File: src/rtl/acs_defines.svh
// Constants of the converter calibration sequencer
`ifndef ACS_DEFINES_SVH
`define ACS_DEFINES_SVH
// Setup register: index, reset value, fields
`define ACS_SETUP_IDX        3'h1
`define ACS_SETUP_RST        8'h01
`define ACS_MODE_HI_BIT      7
`define ACS_MODE_LO_BIT      6
`define ACS_RANGE_BIT        2
// Master clock divider to one modulator cycle
`define ACS_MOD_DIV          8'h80
// Output data periods in modulator cycles (plain default)
`define ACS_ODP_MODS         16'h0010
// Step lengths in output data periods
`define ACS_STEP_ODP         4'h3
`define ACS_CONV_ODP         4'h3
`define ACS_SYS_CONV_ODP     4'h1
// Coefficient reset values
`define ACS_ZS_RST           16'h8000
`define ACS_FS_RST           16'h5000
// Host register offsets on the bus
`define ACS_WB_CMD           4'h0
`define ACS_WB_STAT          4'h4
`define ACS_WB_ZS            4'h8
`define ACS_WB_FS            4'hc
`endif

File: src/rtl/acs_pkg.sv
// Types of the converter calibration sequencer
package acs_pkg;
   typedef enum logic [1:0] {
      ACS_MODE_NORMAL = 2'h0,
      ACS_MODE_SELF   = 2'h1,
      ACS_MODE_SYS_ZS = 2'h2,
      ACS_MODE_SYS_FS = 2'h3
   } acs_mode_t;
   typedef enum logic [4:0] {
      ACS_ST_IDLE = 5'h01,
      ACS_ST_ZS   = 5'h02,
      ACS_ST_FS   = 5'h04,
      ACS_ST_CONV = 5'h08,
      ACS_ST_DONE = 5'h10
   } acs_state_t;
endpackage : acs_pkg

File: src/rtl/acs_link_if.sv
// Register link between host controller and calibration sequencer
`timescale 1ns/1ps
interface acs_link_if;
   logic       wr_stb;
   logic       rd_stb;
   logic [2:0] reg_sel;
   logic [7:0] wr_data;
   logic [7:0] rd_data;
   logic       data_ready_n;
   modport dev  (input wr_stb, rd_stb, reg_sel, wr_data, output rd_data, data_ready_n);
   modport host (output wr_stb, rd_stb, reg_sel, wr_data, input rd_data, data_ready_n);
endinterface : acs_link_if

File: src/rtl/acs_sequencer.sv
// Calibration sequencer, the converter end of the link
// Requirements on this block and on its host
// RQ1: Calibration code write starts calibration anytime.
// RQ2: Code 01 runs zero then full self-cal.
// RQ3: Self zero step shorts input, programmed gain.
// RQ4: Self full step converts reference over gain.
// RQ5: Self-cal six periods, then mode clears.
// RQ6: Ready low nine periods after self command.
// RQ7: Ready high from start until new word.
// RQ8: Ready rises within one modulator cycle.
// RQ9: Host ignores ready one modulator cycle.
// RQ10: Bipolar self zero point means midscale.
// RQ11: Code 10 runs system zero-scale step.
// RQ12: Host applies zero input, zero first.
// RQ13: System step three periods, ready at four.
// RQ14: Code 11 runs system full-scale step.
// RQ15: Host holds full-scale input stable.
// RQ16: Bipolar system span from midscale up.
// RQ17: Lone step updates only its coefficient.
// RQ18: Results stored in zero and full registers.
// RQ19: Host recalibrates after gain or range change.
// RQ20: Durations scale inversely with master clock.
// RQ21: Setup reads back code while calibrating.
// RQ22: Code 00 is normal, coefficients untouched.
`timescale 1ns/1ps
`include "acs_defines.svh"
module acs_sequencer
   import acs_pkg::*;
(
   // Clock and reset
   input  wire logic        clk,
   input  wire logic        nrst,
   // Register link
   acs_link_if.dev          link,
   // Modulator front end
   input  wire logic [15:0] mod_result,
   output logic             front_short,
   output logic             front_ref,
   output logic             front_bipolar,
   output logic [2:0]       front_gain,
   output logic [15:0]      zs_coef,
   output logic [15:0]      fs_coef,
   output logic [15:0]      data_word
);
   //------------------------------------------------------------
   // Modulator and output period timing
   //------------------------------------------------------------
   logic [7:0]  mod_cnt_ff;
   logic [15:0] odp_cnt_ff;
   logic        mod_tick;
   logic        odp_tick;
   // RQ20: all timing from master clock divider
   assign mod_tick = (mod_cnt_ff == 8'(`ACS_MOD_DIV - 8'h01));
   assign odp_tick = mod_tick && (odp_cnt_ff == 16'(`ACS_ODP_MODS - 16'h0001));
   always_ff @(posedge clk or negedge nrst) begin
      if (!nrst) begin
         mod_cnt_ff <= 8'h00;
      end else begin
         mod_cnt_ff <= mod_tick ? 8'h00 : 8'(mod_cnt_ff + 8'h01);
      end
   end
   always_ff @(posedge clk or negedge nrst) begin
      if (!nrst) begin
         odp_cnt_ff <= 16'h0000;
      end else if (mod_tick) begin
         odp_cnt_ff <= odp_tick ? 16'h0000 : 16'(odp_cnt_ff + 16'h0001);
      end
   end
   //------------------------------------------------------------
   // Setup register
   //------------------------------------------------------------
   logic [7:0] setup_ff;
   logic       setup_wr;
   logic       cal_start;
   logic       cal_clear;
   acs_mode_t  wr_mode;
   assign setup_wr  = link.wr_stb && (link.reg_sel == `ACS_SETUP_IDX);
   assign wr_mode   = acs_mode_t'({link.wr_data[`ACS_MODE_HI_BIT], link.wr_data[`ACS_MODE_LO_BIT]});
   // RQ1: any calibration code starts, state ignored
   // RQ22: code zero starts nothing
   assign cal_start = setup_wr && (wr_mode != ACS_MODE_NORMAL);
   // RQ21: mode bits hold code until step ends
   always_ff @(posedge clk or negedge nrst) begin
      if (!nrst) begin
         setup_ff <= `ACS_SETUP_RST;
      end else if (setup_wr) begin
         setup_ff <= link.wr_data;
      end else if (cal_clear) begin
         // RQ5: mode bits return to normal
         setup_ff[`ACS_MODE_HI_BIT] <= 1'b0;
         setup_ff[`ACS_MODE_LO_BIT] <= 1'b0;
      end
   end
   assign front_gain    = setup_ff[5:3];
   assign front_bipolar = setup_ff[`ACS_RANGE_BIT];
   //------------------------------------------------------------
   // Sequencer state machine
   //------------------------------------------------------------
   acs_state_t state_ff;
   acs_state_t nxt_state;
   acs_mode_t  mode_ff;
   logic [3:0] per_cnt_ff;
   logic [3:0] nxt_per;
   logic       step_end;
   assign step_end = odp_tick && (per_cnt_ff == 4'h1);
   always_comb begin
      nxt_state = state_ff;
      nxt_per   = per_cnt_ff;
      cal_clear = 1'b0;
      if (odp_tick && per_cnt_ff != 4'h0) begin
         nxt_per = 4'(per_cnt_ff - 4'h1);
      end
      case (state_ff)
         ACS_ST_IDLE: begin
            nxt_state = ACS_ST_IDLE;
         end
         // RQ3: self zero on shorted input
         ACS_ST_ZS: begin
            if (step_end) begin
               if (mode_ff == ACS_MODE_SELF) begin
                  // RQ2: zero step then full step
                  nxt_state = ACS_ST_FS;
                  nxt_per   = `ACS_STEP_ODP;
               end else begin
                  // RQ13: three periods, then one conversion
                  cal_clear = 1'b1;
                  nxt_state = ACS_ST_CONV;
                  nxt_per   = `ACS_SYS_CONV_ODP;
               end
            end
         end
         ACS_ST_FS: begin
            if (step_end) begin
               cal_clear = 1'b1;
               nxt_state = ACS_ST_CONV;
               // RQ6: three more conversion periods, nine total, for self-cal; one more, four total, for system full
               nxt_per   = (mode_ff == ACS_MODE_SELF) ? `ACS_CONV_ODP : `ACS_SYS_CONV_ODP;
            end
         end
         ACS_ST_CONV: begin
            if (step_end) begin
               nxt_state = ACS_ST_DONE;
            end
         end
         ACS_ST_DONE: begin
            nxt_state = ACS_ST_IDLE;
         end
         default: begin
            nxt_state = ACS_ST_IDLE;
         end
      endcase
      // Fresh command restarts from the top
      if (cal_start) begin
         // RQ11: code 10 opens zero step
         // RQ14: code 11 opens full step
         nxt_state = (wr_mode == ACS_MODE_SYS_FS) ? ACS_ST_FS : ACS_ST_ZS;
         nxt_per   = `ACS_STEP_ODP;
         cal_clear = 1'b0;
      end
   end
   always_ff @(posedge clk or negedge nrst) begin
      if (!nrst) begin
         state_ff   <= ACS_ST_IDLE;
         per_cnt_ff <= 4'h0;
      end else begin
         state_ff   <= nxt_state;
         per_cnt_ff <= nxt_per;
      end
   end
   always_ff @(posedge clk or negedge nrst) begin
      if (!nrst) begin
         mode_ff <= ACS_MODE_NORMAL;
      end else if (cal_start) begin
         mode_ff <= wr_mode;
      end
   end
   // RQ3: input pair shorted to bias in self zero
   assign front_short = (state_ff == ACS_ST_ZS) && (mode_ff == ACS_MODE_SELF);
   // RQ4: internal reference over gain in self full
   assign front_ref   = (state_ff == ACS_ST_FS) && (mode_ff == ACS_MODE_SELF);
   //------------------------------------------------------------
   // Coefficients and data word
   //------------------------------------------------------------
   // RQ10: bipolar zero point is midscale, RQ16 likewise
   logic [15:0] zs_value;
   assign zs_value = front_bipolar ? 16'(mod_result - 16'h8000) : mod_result;
   // RQ18: zero result into zero register
   // RQ17: each step writes only its own
   always_ff @(posedge clk or negedge nrst) begin
      if (!nrst) begin
         zs_coef <= `ACS_ZS_RST;
      end else if (state_ff == ACS_ST_ZS && step_end) begin
         zs_coef <= zs_value;
      end
   end
   always_ff @(posedge clk or negedge nrst) begin
      if (!nrst) begin
         fs_coef <= `ACS_FS_RST;
      end else if (state_ff == ACS_ST_FS && step_end) begin
         fs_coef <= mod_result;
      end
   end
   always_ff @(posedge clk or negedge nrst) begin
      if (!nrst) begin
         data_word <= 16'h0000;
      end else if (state_ff == ACS_ST_CONV && step_end) begin
         data_word <= mod_result;
      end
   end
   //------------------------------------------------------------
   // Data ready and readback
   //------------------------------------------------------------
   // RQ7: high at start, low on new word
   // RQ8: rises the cycle after command, well inside one modulator cycle
   always_ff @(posedge clk or negedge nrst) begin
      if (!nrst) begin
         link.data_ready_n <= 1'b1;
      end else if (cal_start) begin
         link.data_ready_n <= 1'b1;
      end else if (state_ff == ACS_ST_DONE) begin
         link.data_ready_n <= 1'b0;
      end else if (link.rd_stb && link.reg_sel == 3'h3) begin
         // Data read consumes the word
         link.data_ready_n <= 1'b1;
      end
   end
   always_ff @(posedge clk or negedge nrst) begin
      if (!nrst) begin
         link.rd_data <= 8'h00;
      end else if (link.rd_stb) begin
         link.rd_data <= (link.reg_sel == `ACS_SETUP_IDX) ? setup_ff : 8'h00;
      end
   end
endmodule : acs_sequencer

File: src/flat_wrapper.sv
// flat-port wrapper written by rule: the top's interface ports become plain ports
module acs_sequencer_flat import acs_pkg::*;
  (clk, nrst, mod_result, front_short, front_ref, front_bipolar, front_gain, zs_coef, fs_coef, data_word, link_wr_stb, link_rd_stb, link_reg_sel, link_wr_data, link_rd_data, link_data_ready_n);
  acs_link_if link_i ();
  input  wire logic clk;
  input  wire logic nrst;
  input  wire logic [15:0] mod_result;
  output logic front_short;
  output logic front_ref;
  output logic front_bipolar;
  output logic [2:0] front_gain;
  output logic [15:0] zs_coef;
  output logic [15:0] fs_coef;
  output logic [15:0] data_word;
  input wire logic [$bits(link_i.wr_stb)-1:0] link_wr_stb;
  input wire logic [$bits(link_i.rd_stb)-1:0] link_rd_stb;
  input wire logic [$bits(link_i.reg_sel)-1:0] link_reg_sel;
  input wire logic [$bits(link_i.wr_data)-1:0] link_wr_data;
  output wire logic [$bits(link_i.rd_data)-1:0] link_rd_data;
  output wire logic [$bits(link_i.data_ready_n)-1:0] link_data_ready_n;
  assign link_i.wr_stb = link_wr_stb;
  assign link_i.rd_stb = link_rd_stb;
  assign link_i.reg_sel = link_reg_sel;
  assign link_i.wr_data = link_wr_data;
  assign link_rd_data = link_i.rd_data;
  assign link_data_ready_n = link_i.data_ready_n;
  acs_sequencer u_core (.clk(clk), .nrst(nrst), .link(link_i), .mod_result(mod_result), .front_short(front_short), .front_ref(front_ref), .front_bipolar(front_bipolar), .front_gain(front_gain), .zs_coef(zs_coef), .fs_coef(fs_coef), .data_word(data_word));
endmodule
File: config.mk
export PLATFORM = sky130hd
export DESIGN_NAME = acs_sequencer_flat
export DESIGN_NICKNAME = d
export VERILOG_FILES = /design/src/rtl/acs_pkg.sv /design/src/rtl/acs_link_if.sv /design/src/rtl/acs_sequencer.sv /design/src/flat_wrapper.sv
export VERILOG_INCLUDE_DIRS = /design/src /design/src/rtl
export SDC_FILE = /design/constraint.sdc
export NUM_CORES = 1
export LEC_CHECK = 0
export ABC_CLOCK_PERIOD_IN_PS = 2500
export BUFFER_PORTS_ARGS = -buffer_cell sky130_fd_sc_hd__buf_2
export CAP_MARGIN = 30
export CORE_AREA = 5 5 101 103
export CTS_CLUSTER_DIAMETER = 50
export CTS_CLUSTER_SIZE = 28
export DETAILED_ROUTE_END_ITERATION = 8
export DIE_AREA = 0 0 106 108
export GPL_TIMING_DRIVEN = 0
export HOLD_SLACK_MARGIN = 0.15
export PLACE_DENSITY = 0.74
export SLEW_MARGIN = 15
export SYNTH_ARGS = -nofsm -noshare
export SYNTH_HDL_FRONTEND = slang
export SYNTH_SLANG_ARGS = --single-unit
File: constraint.sdc
create_clock -name clk -period 2.5 [get_ports clk]
set_input_delay 0.5 -clock clk [delete_from_list [all_inputs] [get_ports clk]]
set_output_delay 0.5 -clock clk [all_outputs]
set_load 0.02 [all_outputs]
==> Word-level counts from Yosys, hierarchy flattened <==
Index checks and enable logic that the tools add are counted.
{ "word_totals": {"register_bits": 100, "in_bits": 31, "output_inout_bits": 63, "elab_cells": 73} }
{ "classes": {"addsub": 4, "eq_ne": 14, "muxes": 26, "n_reduce_logical": 17} }
{ "ops": {"columns": ["cell", "count"], "rows": [
  ["16-bit 2-to-1 mux", 2],
  ["4-bit 2-to-1 mux", 5],
  ["5-bit 2-to-1 mux", 4],
  ["16-bit by 1-bit adder with 16-bit output (second input constant)", 1],
  ["16-bit by 4-bit == test with 1-bit output (second input constant)", 1],
  ["8-bit 2-to-1 mux", 2],
  ["16-bit subtractor (second input constant)", 1],
  ["5-bit one-hot mux with 3 select lines", 1],
  ["1-bit logical AND", 11],
  ["3-bit by 1-bit inequality test with 1-bit output (second input constant)", 3],
  ["8-bit by 1-bit adder with 8-bit output (second input constant)", 1],
  ["8-bit by 7-bit == test with 1-bit output (second input constant)", 1],
  ["1-bit 2-to-1 mux", 7],
  ["2-bit 2-to-1 mux", 3],
  ["5-bit by 2-bit == test with 1-bit output (second input constant)", 1],
  ["5-bit by 3-bit == test with 1-bit output (second input constant)", 1],
  ["5-bit by 4-bit == test with 1-bit output (second input constant)", 1],
  ["5-bit == test (second input constant)", 1],
  ["4-bit by 1-bit == test with 1-bit output (second input constant)", 1],
  ["2-bit nonzero test", 2],
  ["4-bit nonzero test", 1],
  ["4-bit by 1-bit subtractor with 4-bit output (second input constant)", 1],
  ["3-bit by 1-bit == test with 1-bit output (second input constant)", 1],
  ["3-bit by 2-bit == test with 1-bit output (second input constant)", 1],
  ["other kinds (7)", 7]
]} }

==> Depth between registers and ports, before layout <==
Gate-level depths: netlist (run 1).
{ "logic_depth": {"word_depth": 8, "ltp_mapped": 8, "mapped_depth_nobuf": 6} }

==> Least setup slack after synthesis (run 1) <==
No wires, ideal clock.
{ "synth_timing": {"path_type": "reg2reg", "start": "register u_core.mod_cnt_ff[0]", "end": "register u_core.fs_coef[10]", "setup_time_ns": 0.125, "arrival_time_ns": 2.217, "required_time_ns": 2.375, "slack_ns": 0.158, "stages_incl_launch_ff": 9, "path_buffers": 3, "period_less_slack_ns": 2.342, "path_cell_list": "dfrtp_1 ha_1 nand4_2 or2_1 buf_6 or4_1 buf_4 buf_6 mux2_4"} }
{ "synth_between": {"elab_chain_cells": 4} }
{ "synth_lines": {"columns": ["item", "line", "source"], "rows": [
  ["start, declared", "acs_sequencer.sv:48", "logic [7:0] mod_cnt_ff;"],
  ["start signal, assigned", "acs_sequencer.sv:59", "mod_cnt_ff <= mod_tick ? 8'h00 : 8'(mod_cnt_ff + 8'h01);"],
  ["8-bit by 7-bit == test with 1-bit output", "acs_sequencer.sv:53", "assign mod_tick = (mod_cnt_ff == 8'(`ACS_MOD_DIV - 8'h01));"],
  ["1-bit logical AND", "acs_sequencer.sv:54", "assign odp_tick = mod_tick && (odp_cnt_ff == 16'(`ACS_ODP_MODS - 16'h0001));"],
  ["1-bit logical AND", "acs_sequencer.sv:105", "assign step_end = odp_tick && (per_cnt_ff == 4'h1);"],
  ["1-bit logical AND", "acs_sequencer.sv:199", "end else if (state_ff == ACS_ST_FS && step_end) begin"],
  ["end signal, assigned", "acs_sequencer.sv:198", "fs_coef <= `ACS_FS_RST;"],
  ["end signal, assigned", "acs_sequencer.sv:200", "fs_coef <= mod_result;"],
  ["end, declared", "acs_sequencer.sv:42", "output logic [15:0] fs_coef,"]
]} }
Every way passes these cells.
A chain may end at the register's enable or synchronous reset.

==> Worst setup path in the final report (run 1) <==
{ "layout_timing": {"start": "register u_core.mod_cnt_ff[1]", "end": "register u_core.fs_coef[8]"} }
The elaborated chain is that of the path after synthesis.

==> results of run 1 <==
timing repair:
action	in CTS	in global routing
buffers inserted	2	2
pin swaps	1	2
gates resized for setup	2	6
endpoints found under the setup margin	28	23
endpoints found under the hold margin	18	0
hold buffers	1	0
metal layers:
metal / GRT usage [%] / up-vias / share of wire (%)
met5: 0 / - / 0
met3: 3.52 / 10 / 4.8
li1: - / 1433 / -
met1: 20.7 / 1429 / 46
met2: 27.1 / 80 / 48
met4: 5.18 / 0 / 1.2
cell type report:
type / instances / area, sq um
sequential: 100 / 2510
timing repair buffer: 99 / 539
inverter: 14 / 52.6
fill: 748 / 3760
clock buffer: 9 / 124
clock inverter: 7 / 108
buffer: 16 / 104
multi-input combinational: 213 / 1770
tap: 111 / 139
cells in the final DEF (no fill, tap or decap), types with 4 or more instances in the layout:
cell and n:
buf_2 93, mux2_4 20, o21ai_0 14, mux2_2 31
dfrtp_1 94, buf_6 4, dfstp_2 6, nor2_1 13
xor2_1 5, nor4_1 4, o21a_1 5, a31oi_1 4
clkbuf_8 9, nand3_1 12, nand2_1 22, inv_1 14
buf_4 9, clkbuf_1 6, mux2_1 5, nand2b_1 5
and3_1 6, nand4_1 5, or4_1 4, xnor2_1 14
report_power, final:
part	switching [uW]	leakage [uW]	total (uW)	internal, uW
registers	39.0	0.00127	1730	1690
clock network	584	0.000113	1160	581
logic	164	0.00123	291	127
total	787	0.00261	3180	2400
path summary, 6_finish.rpt:
check,start,end,slack (ns),cells after the start
max,u_core.mod_cnt_ff[1],u_core.fs_coef[8],0.07,8
max in group asynchronous,nrst,u_core.fs_coef[14],1.27,3
min reg2reg,u_core.mode_ff[1],u_core.mode_ff[1],0.48,2
max reg2reg,u_core.mod_cnt_ff[1],u_core.fs_coef[8],0.07,8
min,link_wr_data[5],u_core.setup_ff[5],0.37,2
min in group asynchronous,nrst,u_core.data_word[5],0.54,2
logic make-up (layout without fill, tap and decap cells):
group	Yosys count	count (layout)
XOR/XNOR	19	19
flip-flops	100	100
buffers and inverters	30	145
AND/OR/NAND/NOR	97	97
AO/OA/AOI/OAI	36	36
multiplexers	57	57
adder cells (fa/ha/maj)	4	4
registers in the layout, summed over array words and instances, names as in the netlist:
register,cells
u_core.mode_ff,2
u_core.mod_cnt_ff,8
u_core.setup_ff,8
u_core.odp_cnt_ff,16
u_core.link.data_ready_n,1
u_core.state_ff,5
u_core.data_word,16
u_core.zs_coef,16
u_core.link.rd_data,8
u_core.fs_coef,16
u_core.per_cnt_ff,4
per-stage QoR:
stage          hold WS [ns]  setup TNS (ns)  worst slack, ns  total power [uW]  utilization [%]
2_1_floorplan         0.204               0            0.158              1920                -
3_3_place_gp          0.454           -5.55           -0.108              2040             54.9
3_5_place_dp          0.361           -2.15           -0.183              2060             55.3
4_1_cts               0.349               0           0.0177              3240             58.1
5_1_grt               0.354               0           0.0101              3330             58.7
6_report              0.367               0           0.0718              3180             58.7
==> summary.md, run 1 <==
| Metric | Value |
|---|---|
| Status | complete, no violations |
| Core area | 9110 sq um |
| RePlAce Congestion | 0.838 |
| Tmin final | 2.43 ns |
| # rows | 35 |
| Root buffer cell | clkbuf_8 |
| WL final | 8760 um |
| Pin count of the biggest net entering global routing | 82 |
| Layout Nets | 488 |
| Syn. warnings | 0 |
| Sequential area share after synthesis | 57.0% |
| Die width | 106 um |
| Detailed-route via count | 2,952 |
| Clk sinks | 100 |
| Syn nets | 378 |
| Final cell count without fillers | 569 |
| RSZ-0062 raised after global routing | no |
| Post-synthesis sequential element count | 100 |
| Io pins | 94 |
| Post-synth top area share | 53.4% |
| Setup-failing EPs final | 0 |
| Mapped Avg Cell Area | 12.8 sq um |
| Top_reg_cell synth | dfrtp_1 |
| Max Slew Vio Count | 0 |
| Unique masters post-synth | 49 |
| Crit end category | flip-flop |
| Crit-path max cell delay | 0.51 ns |
| Die H | 108 um |
| Cell repeated most along the worst path | buf_6 |
| First-pass GRT wire length | 14,900 um |
| Most instantiated cells after synthesis | dfrtp_1 (94), mux2_2 (31), nand2_1 (22), mux2_4 (20) |
| GRT Overall Usage | 16.0% |
| Post-synth EDFFs | 0 |
| Post-Synth XOR/XNOR Area | 3.78% |
| Simple-Gate Fraction of Synth Area | 12.8% |
| Post-route DRC | 0 |
| Placed cells | 547 |
| Power per cell area | 596 nW/um^2 |
| Post-Syn Area | 4400 sq um |
| Num CTS Buffers | 9 |
| Initial Util | 48.3% |
| Final HPWL DP | 6350 um |
| Via-per-instance ratio | 5.19 |
| Fin Clk Skew | 0.0116 ns |
| Worst Setup Start Kind | flip-flop |
| CP delay by family, top | simple AND/OR/NAND/NOR gates |
| Vias in the first global route | 3,075 |
| Static Leak | 0.00261 uW |
| Hold Fails Final Rpt | 0 |
| Min-Delay Path Class | primary input to flip-flop |
| Routed Antenna Nets | 0 |
| Ant. Diodes | 0 |
| FFs w/ async S/R, synth | 100% |
| Area Overhead vs Synth | 21.4% |
| Mux cell area share after synthesis | 16.3% |
| Synth Area in Adders | 1.14% |
| Die Area | 11,400 sq um |
| Worst-margin pin slew | 0.819 ns |
| Maximum root-to-sink buffer count | 2 |
| Rel. slew slack | 45.3% |
| Buf/Inv on CP | 3 |
| Max_cap viols | 0 |
| DP Area | 5040 sq um |
| Crit-path max FO | 10 |
| DR iter-0 viols | 158 |
| Crit path kind | flip-flop to flip-flop |
| H-tree depth | 3 |
| Largest family of logic cells by synthesized area | multiplexers |
| CTS tree | built |
| Skew-Pair Late Insertion Delay | 0.36 ns |
| Compound-gate portion of the synthesized area | 5.48% |
| Total grt overflow | 0 |
| Gate count after technology mapping | 343 |
| Crit path cell chain | ha_4, nand4_2, or2_1, buf_6, or4_1, buf_4, buf_6, mux2_4 |
| Wire per inst | 15.4 um |
| Largest area contributor in the netlist | dfrtp_1 |
| Worst path arrival time | 2.68 ns |
| IO Port Bufs | 92 |
| Final worst-path cycle share | 97.1% |
| Critical-path top delay cell | or4_1 |
| Maximum vdd ir drop | 0.000362 V |
| Initial antenna violation count | 0 |
| Ranking of synthesized cells by area | dfrtp_1 (53%), mux2_2 (7.9%), mux2_4 (6.8%), dfstp_2 (3.6%), xnor2_1 (2.8%) |
| DR pass1 iterations | 4 |
| Peak Freq | 412 MHz |
| Critical Path RT | 2.75 ns |
| Share of post-route cells with drive strength above 1 | 41.3% |
| Final Cell Area | 5350 sq um |
| Most frequent cell after synthesis | dfrtp_1 |
| CTS clk-pin slew, worst paths | 0.10 ns |
(Power assumes the default switching activity.)
==> run 2: changes to the inputs <==
--- a/config.mk
+++ b/config.mk
@@ -6,17 +6,17 @@
 export SDC_FILE = /design/constraint.sdc
 export NUM_CORES = 1
 export LEC_CHECK = 0
-export ABC_CLOCK_PERIOD_IN_PS = 2500
+export ABC_CLOCK_PERIOD_IN_PS = 2300
 export BUFFER_PORTS_ARGS = -buffer_cell sky130_fd_sc_hd__buf_2
 export CAP_MARGIN = 30
-export CORE_AREA = 5 5 101 103
+export CORE_AREA = 5 5 97 99
 export CTS_CLUSTER_DIAMETER = 50
 export CTS_CLUSTER_SIZE = 28
 export DETAILED_ROUTE_END_ITERATION = 8
-export DIE_AREA = 0 0 106 108
+export DIE_AREA = 0 0 102 104
 export GPL_TIMING_DRIVEN = 0
 export HOLD_SLACK_MARGIN = 0.15
-export PLACE_DENSITY = 0.74
+export PLACE_DENSITY = 0.76
 export SLEW_MARGIN = 15
 export SYNTH_ARGS = -nofsm -noshare
 export SYNTH_HDL_FRONTEND = slang
==> constraint.sdc (replaced) <==
create_clock -name clk -period 2.3 [get_ports clk]
set_input_delay 0.46 -clock clk [delete_from_list [all_inputs] [get_ports clk]]
set_output_delay 0.46 -clock clk [all_outputs]
set_load 0.02 [all_outputs]
==> run 2 against run 1 <==
Global-route usage rose by 1.9 points. Non-clock buffer count rose by 4. Final cell count rose by 0.18%. Setup slack improved by 0.0019 ns. Sequential share of layout area fell by 0.50 points. Register-to-register slack barely moved. Critical endpoint is now u_core.fs_coef[15]. Largest cell class unchanged.
==> summary.md, run 2 (synthesized netlist as in run 1, its figures left out) <==
| Metric | Value |
|---|---|
| Total grt overflow | 0 (unchanged) |
| Core area | 8470 sq um (-7.1%) |
| Fin Clk Skew | 0.0143 ns (+0.00270 ns) |
| Clk sinks | 100 (unchanged) |
| Setup-failing EPs final | 0 (unchanged) |
| CTS clk-pin slew, worst paths | 0.10 ns (about the same) |
| Max Slew Vio Count | 0 (unchanged) |
| IO Port Bufs | 92 (unchanged) |
| Share of post-route cells with drive strength above 1 | 42.4% (+1.2 points) |
| DP Area | 5040 sq um (+0.17%) |
| Peak Freq | 449 MHz (+9.1%) |
| Most common cell after layout, fill and taps aside | dfrtp_1 |
| Die Area | 10,600 sq um (-7.3%) |
| Status | complete, no violations |
| R2R cell count | 7 (-1) |
| Routed Antenna Nets | 0 (unchanged) |
| Io pins | 94 (unchanged) |
| Most frequent cells in the layout | dfrtp_1 (94), buf_2 (91), mux2_2 (31) |
| Wire per inst | 16.5 um (+7.1%) |
| Max_cap viols | 0 (unchanged) |
| Critical Path RT | 2.55 ns (-0.20 ns) |
| Ant. Diodes | 0 (unchanged) |
| Tmin final | 2.23 ns (-0.202 ns) |
| Vias in the first global route | 3,148 (+2.4%) |
| Layout Nets | 492 (+0.82%) |
| Initial antenna violation count | 0 (unchanged) |
| Crit-path max FO | 10 (unchanged) |
| RePlAce Congestion | 0.796 (-5.0%) |
| First-pass GRT wire length | 15,300 um (+2.5%) |
| Flop2flop setup slack | 0.07 ns (about the same) |
| CTS tree | built |
| Worst-margin pin slew | 0.704 ns (-0.116 ns) |
| WL final | 9400 um (+7.3%) |
| Crit path kind | flip-flop to flip-flop |
| Rel. slew slack | 52.9% (+7.7 points) |
| Final Cell Area | 5400 sq um (+1.1%) |
| Setup slack at placement | -0.270 ns (-0.0874 ns) |
| Root buffer cell | clkbuf_8 |
| Skew-Pair Late Insertion Delay | 0.37 ns (about the same) |
| H-tree depth | 3 (unchanged) |
| Hold Fails Final Rpt | 0 (unchanged) |
| Die H | 104 um (-3.7%) |
| Worst r2r src | u_core.mod_cnt_ff[0] |
| Num CTS Buffers | 9 (unchanged) |
| CP startpoint | u_core.mod_cnt_ff[0] |
| DR pass1 iterations | 4 (unchanged) |
| Detailed-route via count | 3,151 (+6.7%) |
| # rows | 34 (-2.9%) |
| Setup crit end | u_core.fs_coef[15] |
| Static Leak | 0.00264 uW (+1.1%) |
| GRT Overall Usage | 18.0% (+1.9 points) |
| Maximum vdd ir drop | 0.000288 V (-20%) |
| Hold depth | 2 (unchanged) |
| Area Overhead vs Synth | 22.7% |
| Crit end category | flip-flop |
| Via-per-instance ratio | 5.53 (+6.6%) |
| PnR worst setup slack | 0.0737 ns (+0.00193 ns) |
| Maximum root-to-sink buffer count | 2 (unchanged) |
| Worst path arrival time | 2.48 ns (-0.20 ns) |
| Final worst-path cycle share | 96.8% (-0.33 points) |
| Min-Delay Path Class | primary input to flip-flop |
| Pin count of the biggest net entering global routing | 61 (-26%) |
| R2R Path End | u_core.fs_coef[15] |
| Die width | 102 um (-3.8%) |
| Worst Setup Start Kind | flip-flop |
| Post-route DRC | 0 (unchanged) |
| Final HPWL DP | 6590 um (+3.8%) |
| DR iter-0 viols | 126 (-20%) |
| Initial Util | 52.0% (+3.7 points) |
| Power per cell area | 602 nW/um^2 (+1.0%) |
run 2: cell count changes in the layout (fill, tap and decap cells not counted), sizes merged:
cell      change
buf           +1
bufinv        -2
clkbuf        +3
clkinv        -1
clkinvlp      +2
inv           +1
run 2: stage by stage:
stage,instances,TNS (ns),hold slack (ns),power (uW),util (%)
3_3_place_gp,543,-25.09,0.454,2220,59.2
2_1_floorplan,343,0,0.164,2080,-
4_1_cts,565,0,0.307,3280,62.5
5_1_grt,570,-0.00188,0.304,3390,63.8
6_report,570,0,0.315,3250,63.8
3_5_place_dp,544,-5.57,0.401,2240,59.6
run 2: worst min-delay path by stage:
stage | from | endpoint | slack, ns
2_1_floorplan | nrst | u_core.data_word[0] | 0.16
3_3_place_gp | u_core.mode_ff[1] | u_core.mode_ff[1] | 0.45
3_5_place_dp | nrst | u_core.fs_coef[11] | 0.40
4_1_cts | link_wr_data[1] | u_core.setup_ff[1] | 0.31
5_1_grt | link_wr_data[4] | u_core.setup_ff[4] | 0.30
6_report | link_wr_data[1] | u_core.setup_ff[1] | 0.32
run 2: worst max-delay path, cell delays in order, from the launching register on:
cell and delay [ns]:
dfrtp_1 0.40, ha_4 0.15, nand4_2 0.13, or2_1 0.25
buf_6 0.15, or4_4 0.54, clkbuf_16 0.20, mux2_4 0.29
run 2: metal layers:
metal	vias up	GRT usage, %	wire length [um]
li1	1450	-	-
met1	1588	24.0	4110
met2	101	28.8	4510
met3	12	3.42	637
met4	0	6.84	146
met5	-	0	0
run 2: power by group:
part / leakage [uW] / internal [uW] / switching (uW)
Sequential: 0.00127 / 1840 / 45.6
Combinational: 0.00128 / 138 / 179
Clock: 0.0000857 / 410 / 641
run 2: area by class of cell:
type	count	area, sq um
multi-input cells	213	1810
repair buffers	105	599
plain buffers	14	115
flip-flops and latches	100	2510
clock inverters	7	58.8
well taps	108	135
inverters	14	52.6
fillers	652	3060
clock buffers	9	124
run 2: timing repair:
item	4_1_cts	5_1_grt
hold buffers	1	0
setup buffers	6	2
pin swaps	4	3
hold endpoints to repair	37	0
gates cloned	0	1
endpoints found under the setup margin	33	39
resized for setup	7	14
==> run 3: changes to the inputs <==
--- a/config.mk
+++ b/config.mk
@@ -6,7 +6,7 @@
 export SDC_FILE = /design/constraint.sdc
 export NUM_CORES = 1
 export LEC_CHECK = 0
-export ABC_CLOCK_PERIOD_IN_PS = 2300
+export ABC_CLOCK_PERIOD_IN_PS = 2450
 export BUFFER_PORTS_ARGS = -buffer_cell sky130_fd_sc_hd__buf_2
 export CAP_MARGIN = 30
 export CORE_AREA = 5 5 97 99
==> constraint.sdc (replaced) <==
create_clock -name clk -period 2.45 [get_ports clk]
set_input_delay 0.49 -clock clk [delete_from_list [all_inputs] [get_ports clk]]
set_output_delay 0.49 -clock clk [all_outputs]
set_load 0.02 [all_outputs]
==> run 3 against run 2 <==
Via count down 3.2%. Total power shrank 6.4%. Final cell count decreased by 0.70%. Cell area decreased by 1.7%. Utilization is 1.1 points lower. Sequential share of layout area grew 0.82 points. Setup slack better by 0.024 ns. Clock skew shrank 0.0038 ns. Worst hold slack improved by 0.045 ns. Critical path depth up 1. Critical path type unchanged. Largest power group unchanged.
==> summary.md, run 3 (synthesized netlist as in run 1, its figures left out) <==
| Metric | Value |
|---|---|
| Routed Antenna Nets | 0 (unchanged) |
| Crit-path max FO | 10 (unchanged) |
| R2R cell count | 8 (+1) |
| Static Leak | 0.00260 uW (-1.4%) |
| Power per cell area | 573 nW/um^2 (-4.8%) |
| CP startpoint | u_core.mod_cnt_ff[1] |
| PnR worst setup slack | 0.0978 ns (+0.0241 ns) |
| RePlAce Congestion | 0.855 (+7.3%) |
| WL final | 8980 um (-4.5%) |
| R2R Path End | u_core.zs_coef[1] |
| Detailed-route via count | 3,050 (-3.2%) |
| Layout Nets | 488 (-0.81%) |
| Worst-margin pin slew | 0.664 ns (-0.0392 ns) |
| Io pins | 94 (unchanged) |
| Root buffer cell | clkbuf_8 |
| Crit end category | flip-flop |
| Hold Fails Final Rpt | 0 (unchanged) |
| Hold WS | 0.360 ns (+0.0449 ns) |
| Worst Setup Start Kind | flip-flop |
| Most common cell after layout, fill and taps aside | dfrtp_1 |
| IO Port Bufs | 92 (unchanged) |
| Setup-failing EPs final | 0 (unchanged) |
| Tmin final | 2.35 ns (+0.126 ns) |
| Min-Delay Path Class | primary input to flip-flop |
| Maximum root-to-sink buffer count | 2 (unchanged) |
| Area of the multi-input gates | 1780 sq um (-1.4%) |
| Max_cap viols | 0 (unchanged) |
| Via-per-instance ratio | 5.39 (-2.5%) |
| Worst path arrival time | 2.60 ns (+0.12 ns) |
| Initial Util | 52.0% (unchanged) |
| DR iter-0 viols | 148 (+17%) |
| Maximum vdd ir drop | 0.000409 V (+42%) |
| Ant. Diodes | 0 (unchanged) |
| CTS clk-pin slew, worst paths | 0.09 ns (about the same) |
| Initial antenna violation count | 0 (unchanged) |
| Flop2flop setup slack | 0.1 ns (+0.02 ns) |
| RSZ-0062 raised after global routing | no |
| Crit path kind | flip-flop to flip-flop |
| Status | complete, no violations |
| Total power draw | 3040 uW (-6.4%) |
| Wire per inst | 15.9 um (-3.8%) |
| Critical Path RT | 2.70 ns (+0.15 ns) |
| Core area | 8470 sq um (unchanged) |
| Most frequent cells in the layout | dfrtp_1 (94), buf_2 (93), mux2_2 (31) |
| # rows | 34 (unchanged) |
| Pin count of the biggest net entering global routing | 58 (-4.9%) |
| Vias in the first global route | 3,088 (-1.9%) |
| Post-route DRC | 0 (unchanged) |
| First-pass GRT wire length | 14,900 um (-2.4%) |
| Fin Clk Skew | 0.0105 ns (-0.00383 ns) |
| CTS tree | built |
| Rel. slew slack | 55.5% (+2.6 points) |
| Peak Freq | 425 MHz (-5.4%) |
| Share of post-route cells with drive strength above 1 | 41.5% (-0.94 points) |
| # fillers | 670 (+2.8%) |
| Die H | 104 um (unchanged) |
| GRT Overall Usage | 17.5% (-0.49 points) |
| Setup crit end | u_core.zs_coef[1] |
| Clk sinks | 100 (unchanged) |
| Register area | 2510 sq um (unchanged) |
| H-tree depth | 3 (unchanged) |
| Final HPWL DP | 6450 um (-2.1%) |
| Final worst-path cycle share | 96.0% (-0.79 points) |
| Total grt overflow | 0 (unchanged) |
| Num CTS Buffers | 9 (unchanged) |
| Die width | 102 um (unchanged) |
| Worst r2r src | u_core.mod_cnt_ff[1] |
| DR pass1 iterations | 4 (unchanged) |
| Die Area | 10,600 sq um (unchanged) |
| Area Overhead vs Synth | 20.6% |
| Skew-Pair Late Insertion Delay | 0.36 ns (about the same) |
| Setup slack at placement | -0.185 ns (+0.0847 ns) |
| Max Slew Vio Count | 0 (unchanged) |
==> run 3: cell count changes in the layout (fill, tap and decap cells not counted), sizes merged <==
cell	previous run	this run
buf	108	106
clkinvlp	3	2
clkbuf	19	18
==> run 3: per-layer routing <==
| layer | global-route usage [%] | vias to the layer above | wire [um] |
|---|---|---|---|
| li1 | - | 1442 | - |
| met2 | 27.7 | 86 | 4270 |
| met1 | 23.6 | 1516 | 3970 |
| met4 | 5.06 | 0 | 85 |
| met3 | 4.49 | 6 | 659 |
| met5 | 0 | - | 0 |
==> run 3: how the worst min path moves through the flow <==
stage	from	to	cells after the start
after floorplan	nrst	u_core.data_word[0]	0
after global placement	u_core.mode_ff[1]	u_core.mode_ff[1]	2
after detailed placement	nrst	u_core.fs_coef[13]	1
after CTS	link_wr_data[3]	u_core.setup_ff[3]	2
after global routing	link_wr_data[4]	u_core.setup_ff[4]	2
final	link_wr_data[3]	u_core.setup_ff[3]	2
==> run 3: repair_timing <==
item / 4_1_cts / 5_1_grt
hold buffers: 1 / 0
gates resized for setup: 4 / 7
hold endpoints to repair: 41 / 0
buffers inserted: 2 / 2
pin swaps: 1 / 2
endpoints found under the setup margin: 33 / 24
==> run 3: power breakdown <==
part / total [uW] / switching [uW] / internal (uW)
Combinational: 298 / 168 / 130
Sequential: 1770 / 42.5 / 1720
Clock: 977 / 571 / 406
==> run 3: layout make-up <==
cell class	instances	area share, %
buffer	15	1.89
clock buffer	10	2.59
clock inverter	6	0.872
inverter	14	0.990
multi-input combinational	213	33.6
sequential	100	47.3
tap	108	2.54
timing repair buffer	100	10.2
==> run 3: through the flow <==
step                util [%]  setup TNS [ns]  cell area (sq um)  instances
CTS                     62.1               0               5260        563
floorplan                  -               0               4400        343
detailed placement      59.4           -2.55               5030        544
global placement        59.0          -10.63               5000        543
finish                  62.7               0               5310        566
global route            62.7               0               5310        566
==> run 3: worst max-delay path: stages (launching register included) <==
cell and delay, ns:
dfrtp_1 0.43, ha_4 0.19, nand4_4 0.11, or2_1 0.26
buf_6 0.14, or4_1 0.51, buf_6 0.14, buf_6 0.15
mux2_4 0.30
